==> config.mk <==
export PLATFORM = sky130hd
export DESIGN_NAME = sfrm_bank
export DESIGN_NICKNAME = d
export VERILOG_FILES = /design/src/verilog/sfrm_pkg.sv /design/src/verilog/sfrm_bank.sv /design/src/verilog/sfrm_sync.sv /design/src/verilog/sfrm_irq.sv
export SDC_FILE = /design/constraint.sdc
export NUM_CORES = 1
export LEC_CHECK = 0
export ABC_AREA = 1
export ABC_CLOCK_PERIOD_IN_PS = 8400
export BUFFER_PORTS_ARGS = -buffer_cell sky130_fd_sc_hd__buf_2
export CAP_MARGIN = 10
export CORE_MARGIN = 3
export CORE_UTILIZATION = 55
export CTS_CLUSTER_DIAMETER = 120
export DETAILED_ROUTE_END_ITERATION = 8
export PLACE_DENSITY = 0.76
export RECOVER_POWER = 100
export SETUP_SLACK_MARGIN = 0.3
export SLEW_MARGIN = 40
export SYNTH_ARGS = -nofsm -noshare
export SYNTH_HDL_FRONTEND = slang
export SYNTH_SLANG_ARGS = --single-unit
export TNS_END_PERCENT = 30
==> constraint.sdc <==
create_clock -name i_clk_sys -period 8.4 [get_ports i_clk_sys]
set_input_delay 0.84 -clock i_clk_sys [delete_from_list [all_inputs] [get_ports i_clk_sys]]
set_output_delay 0.84 -clock i_clk_sys [all_outputs]
set_load 0.05 [all_outputs]
==> src/verilog/sfrm_pkg.sv <==
// Package with the register map, field layouts and reset values of the register bank
package sfrm_pkg;

	localparam int          DATA_W          = 8;
	localparam int          ADDR_W          = 8;
	localparam int          EVENT_W         = 3;

	// Registers with side effects or special reset handling
	localparam logic [7:0]  ADDR_PORT0      = 8'h80;
	localparam logic [7:0]  ADDR_PORT1      = 8'h90;
	localparam logic [7:0]  ADDR_PORT2      = 8'ha0;
	localparam logic [7:0]  ADDR_POWER      = 8'h87;
	localparam logic [7:0]  ADDR_SERBUF     = 8'h99;
	localparam logic [7:0]  ADDR_WD_FEED    = 8'ha6;
	localparam logic [7:0]  ADDR_WD_CTRL    = 8'ha7;
	localparam logic [7:0]  ADDR_TW_CFG     = 8'hc8;
	localparam logic [7:0]  ADDR_TW_CTRL    = 8'hd8;
	localparam logic [7:0]  ADDR_TW_DATA    = 8'hd9;
	localparam logic [7:0]  ADDR_EVT_STATUS = 8'hfa;
	localparam logic [7:0]  ADDR_EVT_MASK   = 8'hfb;

	// Implemented bit masks; the rest read as zero and, apart from the TW_CFG_CLR_TI strobe, ignore writes
	localparam logic [7:0]  MASK_PORT2      = 8'h03;
	localparam logic [7:0]  MASK_WD_CTRL    = 8'h3f;
	localparam logic [7:0]  MASK_TW_CFG     = 8'hd3;
	localparam logic [7:0]  MASK_EVT        = 8'h07;

	// Field positions
	localparam int          PWR_BROWNOUT    = 5;
	localparam int          PWR_POWER_ON    = 4;
	localparam int          TW_CFG_CLR_TI   = 5;
	localparam int          TW_DAT_BIT      = 7;
	localparam int          EVT_BROWNOUT    = 0;
	localparam int          EVT_TW_ATTN     = 1;
	localparam int          EVT_TW_READY    = 2;

	localparam logic [3:0]  PWR_LOW_RESET   = 4'h0;
	localparam logic [7:0]  TW_CFG_RESET    = 8'h00;
	localparam logic [7:0]  ZERO_BYTE       = 8'h00;
	localparam logic [7:0]  ONES_BYTE       = 8'hff;

	// Plain read/write registers: address, reset value, implemented bits
	localparam int          PLAIN_N         = 25;
	localparam logic [PLAIN_N*8-1:0] PLAIN_ADDR = {
		8'h81, 8'h84, 8'h85, 8'h86, 8'h88, 8'h89, 8'h8a, 8'h8b, 8'h8c, 8'h8d,
		8'h91, 8'h92, 8'h98, 8'ha4, 8'ha5, 8'ha8, 8'ha9, 8'hb7, 8'hb8, 8'hb9,
		8'hd0, 8'he8, 8'hf6, 8'hf7, 8'hf8};
	localparam logic [PLAIN_N*8-1:0] PLAIN_RESET = {
		8'h07, 8'h00, 8'h00, 8'h00, 8'h00, 8'h00, 8'h00, 8'h00, 8'h00, 8'h00,
		8'h00, 8'h00, 8'h00, 8'h00, 8'h00, 8'h00, 8'h00, 8'h00, 8'h00, 8'h00,
		8'h00, 8'h00, 8'h00, 8'h00, 8'h00};
	localparam logic [PLAIN_N*8-1:0] PLAIN_MASK = {
		8'hff, 8'hff, 8'hff, 8'hff, 8'hff, 8'hff, 8'hff, 8'hff, 8'hff, 8'hff,
		8'hd3, 8'hd3, 8'hff, 8'hff, 8'h03, 8'hff, 8'hff, 8'h7f, 8'h7f, 8'hff,
		8'hff, 8'hb7, 8'hff, 8'hb7, 8'hb7};
	// Index 0 is the leftmost entry above
	localparam int          IDX_P0_MODE_A   = 1;
	localparam int          IDX_P0_MODE_B   = 2;
	localparam int          IDX_P1_MODE_A   = 10;
	localparam int          IDX_P1_MODE_B   = 11;
	localparam int          IDX_P2_MODE_A   = 13;
	localparam int          IDX_P2_MODE_B   = 14;

	typedef struct packed {
		logic [7:0] port0_latch;
		logic [7:0] port1_latch;
		logic [7:0] port2_latch;
		logic [7:0] port0_mode_a;
		logic [7:0] port0_mode_b;
		logic [7:0] port1_mode_a;
		logic [7:0] port1_mode_b;
		logic [7:0] port2_mode_a;
		logic [7:0] port2_mode_b;
	} sfrm_port_type;

	typedef struct packed {
		logic received_bit;
		logic attention;
		logic data_ready;
		logic arb_lost;
		logic start_seen;
		logic stop_seen;
		logic master;
	} sfrm_tw_status_type;

	typedef struct packed {
		logic [7:0] command;
		logic       command_strobe;
		logic       transmit_bit;
		logic       transmit_strobe;
		logic       clear_timer_irq;
		logic [7:0] config_bits;
	} sfrm_tw_cmd_type;

endpackage : sfrm_pkg

==> src/verilog/sfrm_bank.sv <==
// Special function register bank with reset-cause handling and two-wire read/write split
// Overview of operation
// - Unimplemented bits read back as zero and reset to zero.
// - Port latches load all ones or all zeros from one configuration bit, port 2 in its two implemented bits only.
// - Power control clears low four bits on reset, top two untouched, flags kept.
// - Brownout and power-on flags survive every reset except the supply reset; only that reset, events or software alter them.
// - Power-up sets the power-on flag.
// - Brownout events and power-up set the brownout flag.
// - Watchdog control resets to one of three values chosen by cause and enable.
// - Serial buffer is not cleared by reset.
`timescale 1ns/100ps
module sfrm_bank
	import sfrm_pkg::*;
#(
	parameter logic [7:0] WD_CTRL_AFTER_WD_RESET = 8'h30,
	parameter logic [7:0] WD_CTRL_ENABLED        = 8'h10,
	parameter logic [7:0] WD_CTRL_DISABLED       = 8'h00
) (
	input  wire logic               i_clk_sys,
	input  wire logic               i_reset,
	input  wire logic               i_supply_reset,
	input  wire logic [ADDR_W-1:0]  i_addr,
	input  wire logic [DATA_W-1:0]  i_wdata,
	input  wire logic               i_wr,
	input  wire logic               i_rd,
	output logic      [DATA_W-1:0]  o_rdata,
	input  wire logic               i_brownout_event,
	input  wire logic               i_watchdog_reset_cause,
	input  wire logic               i_watchdog_enabled,
	input  wire logic               i_port_reset_level_select,
	input  wire sfrm_tw_status_type i_tw_status,
	output sfrm_tw_cmd_type         o_tw_cmd,
	output sfrm_port_type           o_port,
	output logic      [7:0]         o_power_control,
	output logic      [7:0]         o_watchdog_control,
	output logic                    o_watchdog_feed,
	output logic                    o_irq
);

	initial begin
		if ((WD_CTRL_AFTER_WD_RESET & ~MASK_WD_CTRL) != 8'h00 ||
			(WD_CTRL_ENABLED & ~MASK_WD_CTRL) != 8'h00 ||
			(WD_CTRL_DISABLED & ~MASK_WD_CTRL) != 8'h00) begin
			$error("sfrm_bank: watchdog reset values use unimplemented bits");
		end
	end

	function automatic logic [7:0] plain_field(input logic [PLAIN_N*8-1:0] table_v,
		input int idx);
		plain_field = table_v[(PLAIN_N-1-idx)*8 +: 8];
	endfunction : plain_field

	// Pin levels
	logic [3:0] pins_sync;
	logic       brownout_s;
	logic       wd_cause_s;
	logic       wd_enabled_s;
	logic       port_level_s;

	sfrm_sync #(
		.WIDTH (4)
	) u_sync (
		.i_clk_sys (i_clk_sys),
		.i_async   ({i_brownout_event, i_watchdog_reset_cause,
			i_watchdog_enabled, i_port_reset_level_select}),
		.o_sync    (pins_sync)
	);

	assign brownout_s   = pins_sync[3];
	assign wd_cause_s   = pins_sync[2];
	assign wd_enabled_s = pins_sync[1];
	assign port_level_s = pins_sync[0];

	// Write and read decode
	logic wr_port0;
	logic wr_port1;
	logic wr_port2;
	logic wr_power;
	logic wr_serbuf;
	logic wr_wd_feed;
	logic wr_wd_ctrl;
	logic wr_tw_cfg;
	logic wr_tw_ctrl;
	logic wr_tw_data;
	logic wr_evt_status;
	logic wr_evt_mask;

	assign wr_port0      = i_wr && (i_addr == ADDR_PORT0);
	assign wr_port1      = i_wr && (i_addr == ADDR_PORT1);
	assign wr_port2      = i_wr && (i_addr == ADDR_PORT2);
	assign wr_power      = i_wr && (i_addr == ADDR_POWER);
	assign wr_serbuf     = i_wr && (i_addr == ADDR_SERBUF);
	assign wr_wd_feed    = i_wr && (i_addr == ADDR_WD_FEED);
	assign wr_wd_ctrl    = i_wr && (i_addr == ADDR_WD_CTRL);
	assign wr_tw_cfg     = i_wr && (i_addr == ADDR_TW_CFG);
	assign wr_tw_ctrl    = i_wr && (i_addr == ADDR_TW_CTRL);
	assign wr_tw_data    = i_wr && (i_addr == ADDR_TW_DATA);
	assign wr_evt_status = i_wr && (i_addr == ADDR_EVT_STATUS);
	assign wr_evt_mask   = i_wr && (i_addr == ADDR_EVT_MASK);

	// Cause-dependent values can't be taken under async reset, so they load one edge later
	logic reset_load_r;

	always_ff @(posedge i_clk_sys or posedge i_reset) begin
		if (i_reset) begin
			reset_load_r <= 1'b1;
		end else begin
			reset_load_r <= 1'b0;
		end
	end

	// Plain registers
	logic [7:0] plain_r [PLAIN_N];

	genvar gi;
	generate
		for (gi = 0; gi < PLAIN_N; gi++) begin : g_plain
			always_ff @(posedge i_clk_sys or posedge i_reset) begin
				if (i_reset) begin
					plain_r[gi] <= plain_field(PLAIN_RESET, gi);
				end else if (i_wr && i_addr == plain_field(PLAIN_ADDR, gi)) begin
					plain_r[gi] <= i_wdata & plain_field(PLAIN_MASK, gi);
				end
			end
		end
	endgenerate

	// Port latches
	logic [7:0] port_level_byte;

	assign port_level_byte = port_level_s ? ONES_BYTE : ZERO_BYTE;

	always_ff @(posedge i_clk_sys or posedge i_reset) begin
		if (i_reset) begin
			o_port.port0_latch <= ZERO_BYTE;
			o_port.port1_latch <= ZERO_BYTE;
			o_port.port2_latch <= ZERO_BYTE;
		end else if (reset_load_r) begin
			o_port.port0_latch <= port_level_byte;
			o_port.port1_latch <= port_level_byte;
			o_port.port2_latch <= port_level_byte & MASK_PORT2;
		end else begin
			if (wr_port0) begin
				o_port.port0_latch <= i_wdata;
			end
			if (wr_port1) begin
				o_port.port1_latch <= i_wdata;
			end
			if (wr_port2) begin
				o_port.port2_latch <= i_wdata & MASK_PORT2;
			end
		end
	end

	// Mode outputs share the same flops as the plain registers
	assign o_port.port0_mode_a = plain_r[IDX_P0_MODE_A];
	assign o_port.port0_mode_b = plain_r[IDX_P0_MODE_B];
	assign o_port.port1_mode_a = plain_r[IDX_P1_MODE_A];
	assign o_port.port1_mode_b = plain_r[IDX_P1_MODE_B];
	assign o_port.port2_mode_a = plain_r[IDX_P2_MODE_A];
	assign o_port.port2_mode_b = plain_r[IDX_P2_MODE_B];

	// Power control
	logic       brownout_prev_r;
	logic       brownout_rise;
	logic [1:0] pwr_high_r;
	logic       pwr_brownout_r;
	logic       pwr_power_on_r;
	logic [3:0] pwr_low_r;

	assign brownout_rise   = brownout_s && !brownout_prev_r;
	// Split by reset domain so each flop has a single driving process
	assign o_power_control = {pwr_high_r, pwr_brownout_r, pwr_power_on_r, pwr_low_r};

	// Only the supply reset touches these flags, so ordinary resets leave them alone
	always_ff @(posedge i_clk_sys or posedge i_supply_reset) begin
		if (i_supply_reset) begin
			brownout_prev_r <= 1'b0;
			pwr_power_on_r  <= 1'b1;
			pwr_brownout_r  <= 1'b1;
		end else begin
			brownout_prev_r <= brownout_s;
			pwr_power_on_r  <= wr_power ? i_wdata[PWR_POWER_ON] : pwr_power_on_r;
			// Hardware set wins over a software write of zero
			pwr_brownout_r  <= brownout_rise ||
				(wr_power ? i_wdata[PWR_BROWNOUT] : pwr_brownout_r);
		end
	end

	// Upper bits hold their value across reset
	always_ff @(posedge i_clk_sys) begin
		if (wr_power) begin
			pwr_high_r <= i_wdata[7:6];
		end
	end

	always_ff @(posedge i_clk_sys or posedge i_reset) begin
		if (i_reset) begin
			pwr_low_r <= PWR_LOW_RESET;
		end else if (wr_power) begin
			pwr_low_r <= i_wdata[3:0];
		end
	end

	// Watchdog control and feed
	always_ff @(posedge i_clk_sys or posedge i_reset) begin
		if (i_reset) begin
			o_watchdog_control <= ZERO_BYTE;
			o_watchdog_feed    <= 1'b0;
		end else begin
			o_watchdog_feed <= wr_wd_feed;
			if (reset_load_r) begin
				if (wd_cause_s) begin
					o_watchdog_control <= WD_CTRL_AFTER_WD_RESET;
				end else if (wd_enabled_s) begin
					o_watchdog_control <= WD_CTRL_ENABLED;
				end else begin
					o_watchdog_control <= WD_CTRL_DISABLED;
				end
			end else if (wr_wd_ctrl) begin
				o_watchdog_control <= i_wdata & MASK_WD_CTRL;
			end
		end
	end

	// Serial buffer carries no reset
	logic [7:0] serial_buffer_r;

	always_ff @(posedge i_clk_sys) begin
		if (wr_serbuf) begin
			serial_buffer_r <= i_wdata;
		end
	end

	// Two-wire: writes become commands, control and data reads show live status
	always_ff @(posedge i_clk_sys or posedge i_reset) begin
		if (i_reset) begin
			o_tw_cmd.command         <= ZERO_BYTE;
			o_tw_cmd.command_strobe  <= 1'b0;
			o_tw_cmd.transmit_bit    <= 1'b0;
			o_tw_cmd.transmit_strobe <= 1'b0;
			o_tw_cmd.clear_timer_irq <= 1'b0;
			o_tw_cmd.config_bits     <= TW_CFG_RESET;
		end else begin
			o_tw_cmd.command_strobe  <= wr_tw_ctrl;
			o_tw_cmd.transmit_strobe <= wr_tw_data;
			o_tw_cmd.clear_timer_irq <= wr_tw_cfg && i_wdata[TW_CFG_CLR_TI];
			if (wr_tw_ctrl) begin
				o_tw_cmd.command <= i_wdata;
			end
			if (wr_tw_data) begin
				o_tw_cmd.transmit_bit <= i_wdata[TW_DAT_BIT];
			end
			if (wr_tw_cfg) begin
				o_tw_cmd.config_bits <= i_wdata & MASK_TW_CFG;
			end
		end
	end

	// Events into the interrupt block
	logic       attn_prev_r;
	logic       ready_prev_r;
	logic [EVENT_W-1:0] events;
	logic [EVENT_W-1:0] evt_status;
	logic [EVENT_W-1:0] evt_mask;

	always_ff @(posedge i_clk_sys or posedge i_reset) begin
		if (i_reset) begin
			attn_prev_r  <= 1'b0;
			ready_prev_r <= 1'b0;
		end else begin
			attn_prev_r  <= i_tw_status.attention;
			ready_prev_r <= i_tw_status.data_ready;
		end
	end

	always_comb begin
		events               = '0;
		events[EVT_BROWNOUT] = brownout_rise;
		events[EVT_TW_ATTN]  = i_tw_status.attention && !attn_prev_r;
		events[EVT_TW_READY] = i_tw_status.data_ready && !ready_prev_r;
	end

	sfrm_irq #(
		.WIDTH (EVENT_W)
	) u_irq (
		.i_clk_sys   (i_clk_sys),
		.i_reset     (i_reset),
		.i_event     (events),
		.i_wr_status (wr_evt_status),
		.i_wr_mask   (wr_evt_mask),
		.i_wdata     (i_wdata[EVENT_W-1:0]),
		.o_status    (evt_status),
		.o_mask      (evt_mask),
		.o_irq       (o_irq)
	);

	// Read path
	logic [7:0] rd_mux;
	logic [7:0] evt_status_byte;
	logic [7:0] evt_mask_byte;

	assign evt_status_byte = {{(DATA_W-EVENT_W){1'b0}}, evt_status};
	assign evt_mask_byte   = {{(DATA_W-EVENT_W){1'b0}}, evt_mask};

	always_comb begin
		rd_mux = ZERO_BYTE;
		// Unmapped addresses read as zero
		for (int k = 0; k < PLAIN_N; k++) begin
			if (i_addr == plain_field(PLAIN_ADDR, k)) begin
				rd_mux = plain_r[k];
			end
		end
		case (i_addr)
			ADDR_PORT0:      rd_mux = o_port.port0_latch;
			ADDR_PORT1:      rd_mux = o_port.port1_latch;
			ADDR_PORT2:      rd_mux = o_port.port2_latch;
			ADDR_POWER:      rd_mux = o_power_control;
			ADDR_SERBUF:     rd_mux = serial_buffer_r;
			ADDR_WD_CTRL:    rd_mux = o_watchdog_control;
			// Clear-timer bit is write-only, so it reads zero
			ADDR_TW_CFG:     rd_mux = o_tw_cmd.config_bits;
			ADDR_TW_CTRL:    rd_mux = {i_tw_status.received_bit, i_tw_status.attention,
				i_tw_status.data_ready, i_tw_status.arb_lost, i_tw_status.start_seen,
				i_tw_status.stop_seen, i_tw_status.master, 1'b0};
			ADDR_TW_DATA:    rd_mux = {i_tw_status.received_bit, 7'h00};
			ADDR_EVT_STATUS: rd_mux = evt_status_byte & MASK_EVT;
			ADDR_EVT_MASK:   rd_mux = evt_mask_byte & MASK_EVT;
			default:         rd_mux = rd_mux;
		endcase
	end

	// Data stands only in the cycle after the read strobe
	always_ff @(posedge i_clk_sys or posedge i_reset) begin
		if (i_reset) begin
			o_rdata <= ZERO_BYTE;
		end else begin
			o_rdata <= i_rd ? rd_mux : ZERO_BYTE;
		end
	end

endmodule : sfrm_bank

==> src/verilog/sfrm_sync.sv <==
// Two-flop synchroniser for pin levels, without reset so it keeps sampling through reset
`timescale 1ns/100ps
module sfrm_sync
	import sfrm_pkg::*;
#(
	parameter int WIDTH = 4
) (
	input  wire logic             i_clk_sys,
	input  wire logic [WIDTH-1:0] i_async,
	output logic      [WIDTH-1:0] o_sync
);
	logic [WIDTH-1:0] meta_r;

	initial begin
		if (WIDTH < 1) $error("sfrm_sync: WIDTH must be at least 1");
	end

	// No reset: reset-cause and strap levels must be valid at the release edge
	always_ff @(posedge i_clk_sys) begin
		meta_r <= i_async;
		o_sync <= meta_r;
	end

endmodule : sfrm_sync

==> src/verilog/sfrm_irq.sv <==
// Sticky event status, mask and level interrupt
`timescale 1ns/100ps
module sfrm_irq
	import sfrm_pkg::*;
#(
	parameter int WIDTH = EVENT_W
) (
	input  wire logic             i_clk_sys,
	input  wire logic             i_reset,
	input  wire logic [WIDTH-1:0] i_event,
	input  wire logic             i_wr_status,
	input  wire logic             i_wr_mask,
	input  wire logic [WIDTH-1:0] i_wdata,
	output logic      [WIDTH-1:0] o_status,
	output logic      [WIDTH-1:0] o_mask,
	output logic                  o_irq
);
	logic [WIDTH-1:0] status_nxt;

	initial begin
		if (WIDTH < 1 || WIDTH > DATA_W) $error("sfrm_irq: WIDTH out of range");
	end

	// Set wins over a write-one clear in the same cycle
	always_comb begin
		status_nxt = (o_status & ~(i_wr_status ? i_wdata : '0)) | i_event;
	end

	always_ff @(posedge i_clk_sys or posedge i_reset) begin
		if (i_reset) begin
			o_status <= '0;
			o_mask   <= '0;
			o_irq    <= 1'b0;
		end else begin
			o_status <= status_nxt;
			if (i_wr_mask) begin
				o_mask <= i_wdata;
			end
			o_irq <= |(status_nxt & (i_wr_mask ? i_wdata : o_mask));
		end
	end

endmodule : sfrm_irq

Word-level counts from Yosys, hierarchy flattened
Cells that the tools add are included.
{ "totals": {"register_bits": 273, "inputBits": 32, "output_inout_bits": 118, "word_cells": 181} }
{ "op_classes": {"n_eq_ne": 37, "muxes": 39, "n_bitwise": 4, "n_reduce_logical": 50} }
{ "ops": {"columns": ["cell", "count"], "rows": [
  ["== test 8 bit (second input constant)", 37],
  ["2-to-1 mux 8 bit", 32],
  ["case mux 8 bit (11 select lines)", 1],
  ["logical AND 1 bit", 41],
  ["2-to-1 mux 24 bit", 1],
  ["nonzero test 2 bit", 4],
  ["bitwise AND 3 bit", 2],
  ["2-to-1 mux 3 bit", 2],
  ["2-to-1 mux 6 bit", 1],
  ["2-to-1 mux 5 bit", 1],
  ["logical NOT 1 bit", 3],
  ["NOT 3 bit", 1],
  ["OR 3 bit", 1],
  ["OR reduction 3 bit", 1],
  ["logical OR 1 bit", 1],
  ["2-to-1 mux 1 bit", 1]
]} }

Longest topological paths before layout
Gate-level depths: netlist of the first run.
{ "logic_depth": {"word_depth": 28, "ltp_mapped": 22, "ltp_nobuf": 22} }

Cells and area by module
From an unflattened synthesis of the first run, not the netlist that was laid out.
{ "hier_totals": {"hier_cells": 1481, "hier_area_um2": 12223.0} }
{ "modules_own_cells": {"columns": ["mod", "n_inst", "cells_each", "area_each_um2", "seq_area_each_um2"], "rows": [
  ["sfrm_bank", 1, 1439, 11770.0, 6313.6],
  ["sfrm_irq", 1, 34, 292.8, 175.2],
  ["sfrm_sync", 1, 8, 160.2, 160.2]
]} }

Least setup slack after synthesis of the first run
Ideal clock, no wire load.
{ "synth_timing": {"path_type": "input-to-reg", "startpoint": "in i_addr[4]", "endpoint": "reg o_rdata[4]", "setup_time_ns": 0.139, "t_arrival_ns": 2.353, "required_ns": 8.261, "setup_slack_ns": 5.907, "stages": 18, "n_path_buf": 1, "path_cell_list": "inv_2 nand2_1 nor2_1 buf_4 nand3_1 or2_2 nand2_1 nand3_1 nand2_1 nand4_1 nand2_1 nand3_1 nand2_1 nand4_1 nand2_1 nand2_1 nand2_1 a21oi_1"} }
{ "synth_between": {"elab_chain_cells": 28, "elab_cells_between_ends": 63, "classes_between": "eq/ne: 36; mux: 27"} }
{ "synth_lines": {"columns": ["item", "line_no", "rtl"], "rows": [
  ["start: declaration", "sfrm_bank.sv:22", "input wire logic [ADDR_W-1:0] i_addr,"],
  ["== test 8 bit", "sfrm_bank.sv:310", "if (i_addr == plain_field(PLAIN_ADDR, k)) begin"],
  ["2-to-1 mux 8 bit (25 in series)", "sfrm_bank.sv:310", null],
  ["case mux 8 bit (11 select lines) *", "sfrm_bank.sv:314", "case (i_addr)"],
  ["2-to-1 mux 8 bit *", "sfrm_bank.sv:338", "o_rdata <= i_rd ? rd_mux : ZERO_BYTE;"],
  ["end signal: assignment", "sfrm_bank.sv:338", null],
  ["end: declaration", "sfrm_bank.sv:26", "output logic [DATA_W-1:0] o_rdata,"]
]} }
Mark *: on every way between the ends. The rest lies on a longest branch, timed or not.
A chain may end at the register's enable or synchronous reset.

==> impl_metrics.py, run 1 <==
metrics = {
    "timing": {
        "fmax_ghz": 0.227,
        "fin_crit_sh_pct": 52.5,
        "slew_viol_final": 173,
        "setup_tns_ns": 0,
        "hold_ws_ns": 0.146,
        "setup_viol": 0,
        "rsz0062_at_grt": "no",
        "worst_pin_slew_ns": 5.37,
        "period_minus_slack_ns": 4.41,
        "relSlewSlack_pct": -260,
        "hold_viol": 0,
        "fin_skew_ns": 0.0106,
    },
    "grt": {
        "grt_antenna_before_repair": 0,
        "first_global_vias": 9620,
        "grt_pass1_wl_mm": 53.8,
        "grt_usage_pct": 28.4,
        "grt_max_degree": 126,
        "grt_overflow": 0,
    },
    "detailed_routing": {
        "final_antenna_net_count": 0,
        "drt_pass1_iterations": 7,
        "drt-total-wl_mm": 34.0,
        "drc": 0,
        "drt_iter0_markers": 1176,
        "wl_per_cell_um": 18.7,
        "vias": 10200,
        "viasPerCell": 5.61,
    },
    "die": {
        "die_h_um": 155,
        "core_area_um2": 21400,
        "initial_core_util_pct": 56.8,
        "die_w_um": 155,
        "rows": 53,
        "die_area_um2": 23900,
        "pin_count": 150,
    },
    "clock_network": {
        "clkSinkCount": 265,
        "cts_hold_buffers": 0,
        "cts_root_buf": "clkbuf_16",
        "cts_setup_buffers": 0,
        "clk_latency_ns": 0.54,
        "htree_levels": 1,
        "cts_inserted_buffers": 28,
        "cts_tree": "done",
        "clk_pin_slew_ns": 0.07,
        "post_cts_resized": 0,
        "clockBufferDepth": 3,
    },
    "synth": {
        "yosysTopAreaCell": "dfrtp_1",
        "yosys_warnings": 0,
        "synth.most_common_cell": "nand2_1",
        "synthArstFlopShare_pct": 93.2,
        "syn_inst": 1448,
        "synth_edf_count": 10,
        "ys_ff_latch": 265,
        "ys_top_cells_by_count": "481 x nand2_1, 241 x dfrtp_1, 219 x o21ai_0",
        "ys.flop_type": "dfrtp_1",
        "avgSynthCellArea_um2": 8.38,
        "synth-seq-area-share_pct": 54.8,
        "netlist_area_um2": 12100,
        "yosysUniqueCellTypes": 48,
        "synth.area.top_cells": "dfrtp_1 50%, nand2_1 15%, o21ai_0 9.0%, buf_4 3.8%, inv_1 2.7%",
        "netlist.area_leader.share_pct": 49.7,
    },
    "setup_path": {
        "cp.arrival_ns": 5.00,
        "max_stage_delay_ns": 3.01,
        "path_class": "input port to asynchronous set/reset pin",
        "crit_fanout": 125,
        "crit_chain": "buf_2, clkinvlp_2, buf_4",
        "critPathCaptureType": "asynchronous set/reset pin",
        "start_kind": "input port",
        "slowest_stage": "clkinvlp_2",
        "crit_required_ns": 8.99,
    },
    "placed_design": {
        "hpwl_mm": 23.3,
        "gp_congestion": 0.929,
        "portBuffers": 126,
    },
    "min_path": {
        "worstHoldPathType": "input port to asynchronous set/reset pin",
    },
    "power": {
        "powerDensity_nw_per_um2": 221,
        "ir_drop_mv": 0.208,
        "p_leak_uw": 0.00609,
    },
    "flow_run": {
        "max_cap_viol_count": 4,
    },
    "status": {
        "status": "finished with violations",
        "violations": "capacitance limit, slew limit",
    },
    "cells_and_area": {
        "drive_above_1_share_pct": 8.77,
        "fin_nets": 1551,
        "area_growth_pct": 10.1,
    },
}
cells by family after synthesis:
group | after synthesis | synth area share, %
and+or+nand+nor | 671 | 23.4
AOI/OAI and AO/OA | 296 | 13.1
DFF | 265 | 54.8
buffers and inverters | 215 | 8.66
other | 1 | 0.0309
flip-flops by register name (all words and copies together) (netlist names), 2 cells and up:
signal / cells
pwr_low_r: 4
u_sync.o_sync: 4
o_tw_cmd: 17
plain_r: 144
pwr_high_r: 2
o_watchdog_control: 6
u_irq.o_status: 3
o_port: 54
u_irq.o_mask: 3
serial_buffer_r: 8
u_sync.meta_r: 4
o_rdata: 8
layer usage:
layer / wire length [um] / GRT usage, %
met4: 771 / 7.40
met1: 14800 / 42.0
met5: 0 / 0
met3: 2770 / 3.61
met2: 15700 / 44.9
critical path: cells and delay by family:
| kind | cells | cell delay [ns] |
|---|---|---|
| buffers and inverters | 3 | 4.08 |
path summary, 6_finish.rpt:
path | from | endpoint | slack [ns] | cells after the start
setup / recovery | i_reset | plain_r[39] | 3.99 | 3
hold / removal | i_supply_reset | brownout_prev_r | 0.15 | 2
setup reg to reg | o_port[43] | o_rdata[3] | 6.31 | 14
hold reg to reg | u_sync.meta_r[0] | u_sync.o_sync[0] | 0.32 | 0
max in group i_clk_sys | i_wr | o_port[65] | 4.45 | 5
min in group i_clk_sys | u_sync.meta_r[0] | u_sync.o_sync[0] | 0.32 | 0
placed cells by master, fill, tap and decap left out, types with 8 or more instances in the layout:
cell       netlist  final
conb_1           1     24
clkbuf_16        0     29
nor2_1          67     66
or2_2           26     26
clkbuf_1        44    113
a21oi_1         27     27
nor3_1           7      8
inv_2           12     19
nand4_1         25     25
o21a_1           9      9
a221oi_1         8      8
o21ai_0        219    221
nand2_1        481    482
edfxtp_1        10     10
dfrtp_1        241    241
inv_1           87     79
a31oi_1         11     11
nand3_1         40     40
dfxtp_1          8      8
buf_2            3     19
report_power, final:
part	internal [uW]	leakage, uW	total (uW)	switching, uW
Clock	741	0.000463	1260	521
Combinational	50.7	0.00218	295	244
Sequential	1350	0.00345	1400	46.3
Total	2140	0.00609	2950	812
metrics by stage:
stage	power (uW)	instances	worst slack, ns	utilization (%)	area (um2)
6_report	2950	1817	3.99	62.6	13400
5_1_grt	3050	1815	3.23	62.6	13400
4_1_cts	2970	1815	5.30	63.3	13500
3_5_place_dp	1720	1764	4.76	58.9	12600
3_3_place_gp	1710	1764	4.80	58.8	12600
2_1_floorplan	1650	1471	0.865	-	12200
layout make-up:
| class | instances | area, um2 |
|---|---|---|
| fillers | 1898 | 7990 |
| repair buffers | 130 | 527 |
| inverters | 103 | 388 |
| multi-input cells | 991 | 4510 |
| flip-flops and latches | 265 | 6650 |
| well taps | 275 | 344 |
| diodes | 2 | 5.00 |
| clock buffers | 39 | 813 |
| clock inverters | 12 | 130 |
Power figures use the tool's default switching activity.
==> run 2: changes to the inputs <==
--- a/config.mk
+++ b/config.mk
@@ -6,14 +6,14 @@
 export NUM_CORES = 1
 export LEC_CHECK = 0
 export ABC_AREA = 1
-export ABC_CLOCK_PERIOD_IN_PS = 8400
+export ABC_CLOCK_PERIOD_IN_PS = 3650
 export BUFFER_PORTS_ARGS = -buffer_cell sky130_fd_sc_hd__buf_2
 export CAP_MARGIN = 10
 export CORE_MARGIN = 3
-export CORE_UTILIZATION = 55
+export CORE_UTILIZATION = 53
 export CTS_CLUSTER_DIAMETER = 120
 export DETAILED_ROUTE_END_ITERATION = 8
-export PLACE_DENSITY = 0.76
+export PLACE_DENSITY = 0.77
 export RECOVER_POWER = 100
 export SETUP_SLACK_MARGIN = 0.3
 export SLEW_MARGIN = 40
==> constraint.sdc (replaced) <==
create_clock -name i_clk_sys -period 3.65 [get_ports i_clk_sys]
set_input_delay 0.365 -clock i_clk_sys [delete_from_list [all_inputs] [get_ports i_clk_sys]]
set_output_delay 0.365 -clock i_clk_sys [all_outputs]
set_load 0.05 [all_outputs]
==> impl_metrics.py, run 2 (synthesis gave the netlist of run 1 again) <==
metrics = {
    "clock_network": {
        "clockBufferDepth": 3,
        "htree_levels": 1,
        "cts_tree": "done",
        "clk_latency_ns": 0.55,
        "cts_inserted_buffers": 28,
        "clkSinkCount": 265,
        "post_cts_resized": 0,
        "cts_root_buf": "clkbuf_16",
        "clk_pin_slew_ns": 0.06,
    },
    "die": {
        "die_h_um": 157,
        "initial_core_util_pct": 54.7,
        "rows": 54,
        "die_area_um2": 24700,
        "pin_count": 150,
        "core_area_um2": 22200,
        "die_w_um": 157,
    },
    "setup_path": {
        "reg2reg_to": "o_rdata[2]",
        "path_class": "input port to register",
        "cp-endpoint": "pwr_low_r[2]",
        "rrSetupSlack_ns": 1.57,
        "reg2reg_from": "o_port[34]",
        "crit_start": "i_wr",
        "r2r_cells": 16,
        "critPathCaptureType": "register",
        "cp.arrival_ns": 3.34,
        "crit_fanout": 28,
        "start_kind": "input port",
        "crit_required_ns": 4.06,
    },
    "cells_and_area": {
        "num-fill-cells": 1972,
        "final_cell_mix": "481 x nand2_1, 241 x dfrtp_1, 223 x o21ai_0",
        "final_common_cell": "nand2_1",
        "area_growth_pct": 11.4,
        "largest_reg_flops": 144,
        "drive_above_1_share_pct": 8.78,
        "top_register": "plain_r",
        "fin_nets": 1571,
        "final_area_um2": 13500,
        "fin_util_pct": 61.0,
        "reg_top3": "plain_r (144), o_port (54), o_tw_cmd (17)",
    },
    "status": {
        "violations": "capacitance limit, slew limit",
        "status": "finished with violations",
    },
    "timing": {
        "rsz0062_at_grt": "no",
        "worst_pin_slew_ns": 2.08,
        "setup_viol": 0,
        "fin_skew_ns": 0.0168,
        "hold_ws_ns": 0.0916,
        "fmax_ghz": 0.342,
        "fin_crit_sh_pct": 80.2,
        "hold_viol": 0,
        "setup_tns_ns": 0,
        "slew_viol_final": 150,
        "relSlewSlack_pct": -38.6,
        "period_minus_slack_ns": 2.93,
    },
    "power": {
        "switchingPower_uw": 1820,
        "intPower_uw": 4910,
        "ir_drop_mv": 0.385,
        "p_leak_uw": 0.00618,
        "switching_share_pct": 27.0,
        "pwr-share-seq_pct": 47.7,
        "powerDensity_nw_per_um2": 498,
        "total_power_uw": 6730,
        "pwr-share-comb_pct": 10.3,
        "clkPwrFrac_pct": 42.0,
    },
    "flow_run": {
        "max_cap_viol_count": 3,
    },
    "min_path": {
        "hold_start": "i_wdata[3]",
        "worstHoldPathType": "input port to register",
    },
    "grt": {
        "grt_max_degree": 95,
        "grt_usage_pct": 27.4,
        "grt_pass1_wl_mm": 53.5,
        "grt_overflow": 0,
        "first_global_vias": 9879,
        "grt_antenna_before_repair": 4,
    },
    "placed_design": {
        "gp_congestion": 0.941,
        "hpwl_mm": 23.0,
        "portBuffers": 126,
        "placed_area_um2": 12700,
    },
    "detailed_routing": {
        "drc": 0,
        "vias": 10300,
        "wl_per_cell_um": 18.1,
        "drt_iter0_markers": 945,
        "drt_pass1_iterations": 5,
        "viasPerCell": 5.58,
        "drt-total-wl_mm": 33.4,
        "final_antenna_net_count": 0,
    },
}
run 2: cell types whose count changed in the layout (fill, tap and decap cells not counted), sizes merged:
cell         previous run  this run
bufinv                  2         1
clkinv                  9        11
clkinvlp                3         1
inv                   101        98
buf                    22        28
dlygate4sd3             0         8
clkbuf                147       157
diode                   2         1
run 2: stage by stage:
stage                     setup WS (ns)  instances
after floorplan                  0.0845       1471
after global placement            0.740       1780
after detailed placement          0.654       1780
after CTS                          1.18       1839
after global routing              0.575       1841
final                             0.724       1841
run 2: final cells by class:
| cell class | instances | area (um2) | area share (%) |
|---|---|---|---|
| diodes | 1 | 2.50 | 0.0185 |
| clock buffers | 43 | 860 | 6.36 |
| clock inverters | 8 | 65.1 | 0.482 |
| inverters | 103 | 388 | 2.87 |
| multi-input cells | 991 | 4510 | 33.4 |
| flip-flops and latches | 265 | 6650 | 49.2 |
| well taps | 280 | 350 | 2.59 |
| repair buffers | 150 | 684 | 5.07 |
run 2: how the worst min path moves through the flow:
| stage | to | slack [ns] | cells past startpoint |
|---|---|---|---|
| floorplan | brownout_prev_r | 0.12 | 1 |
| global placement | brownout_prev_r | 0.24 | 2 |
| detailed placement | brownout_prev_r | 0.24 | 2 |
| CTS | serial_buffer_r[6] | 0.03 | 1 |
| global route | serial_buffer_r[3] | 0.08 | 1 |
| finish | serial_buffer_r[3] | 0.09 | 1 |
run 2: per-layer routing:
layer / wire length, um / global-route usage (%) / vias to the layer above / part of all wire, %
met5: 32 / 0 / - / 0.096
met4: 1150 / 9.83 / 6 / 3.4
met3: 3040 / 5.25 / 82 / 9.1
met2: 15000 / 42.2 / 514 / 45
met1: 14200 / 39.1 / 4862 / 42
li1: - / - / 4814 / -
run 2: critical path, cell delays in order:
cell and delay [ns]:
clkbuf_1 1.24, inv_1 0.63, nor2_1 0.64, inv_1 0.25, nand2_1 0.11, o21ai_0 0.07
run 2: power by group through the flow:
stage,registers [uW],clock network (uW),logic (uW)
floorplan,3380,0,408
global placement,3250,0,698
detailed placement,3250,0,711
CTS,3200,2850,721
global route,3220,2990,750
finish,3210,2830,691
run 2: timing repair:
item / 4_1_cts / 5_1_grt
hold buffers: 8 / 0
buffers inserted: 0 / 0
endpoints found under the hold margin: 34 / 0
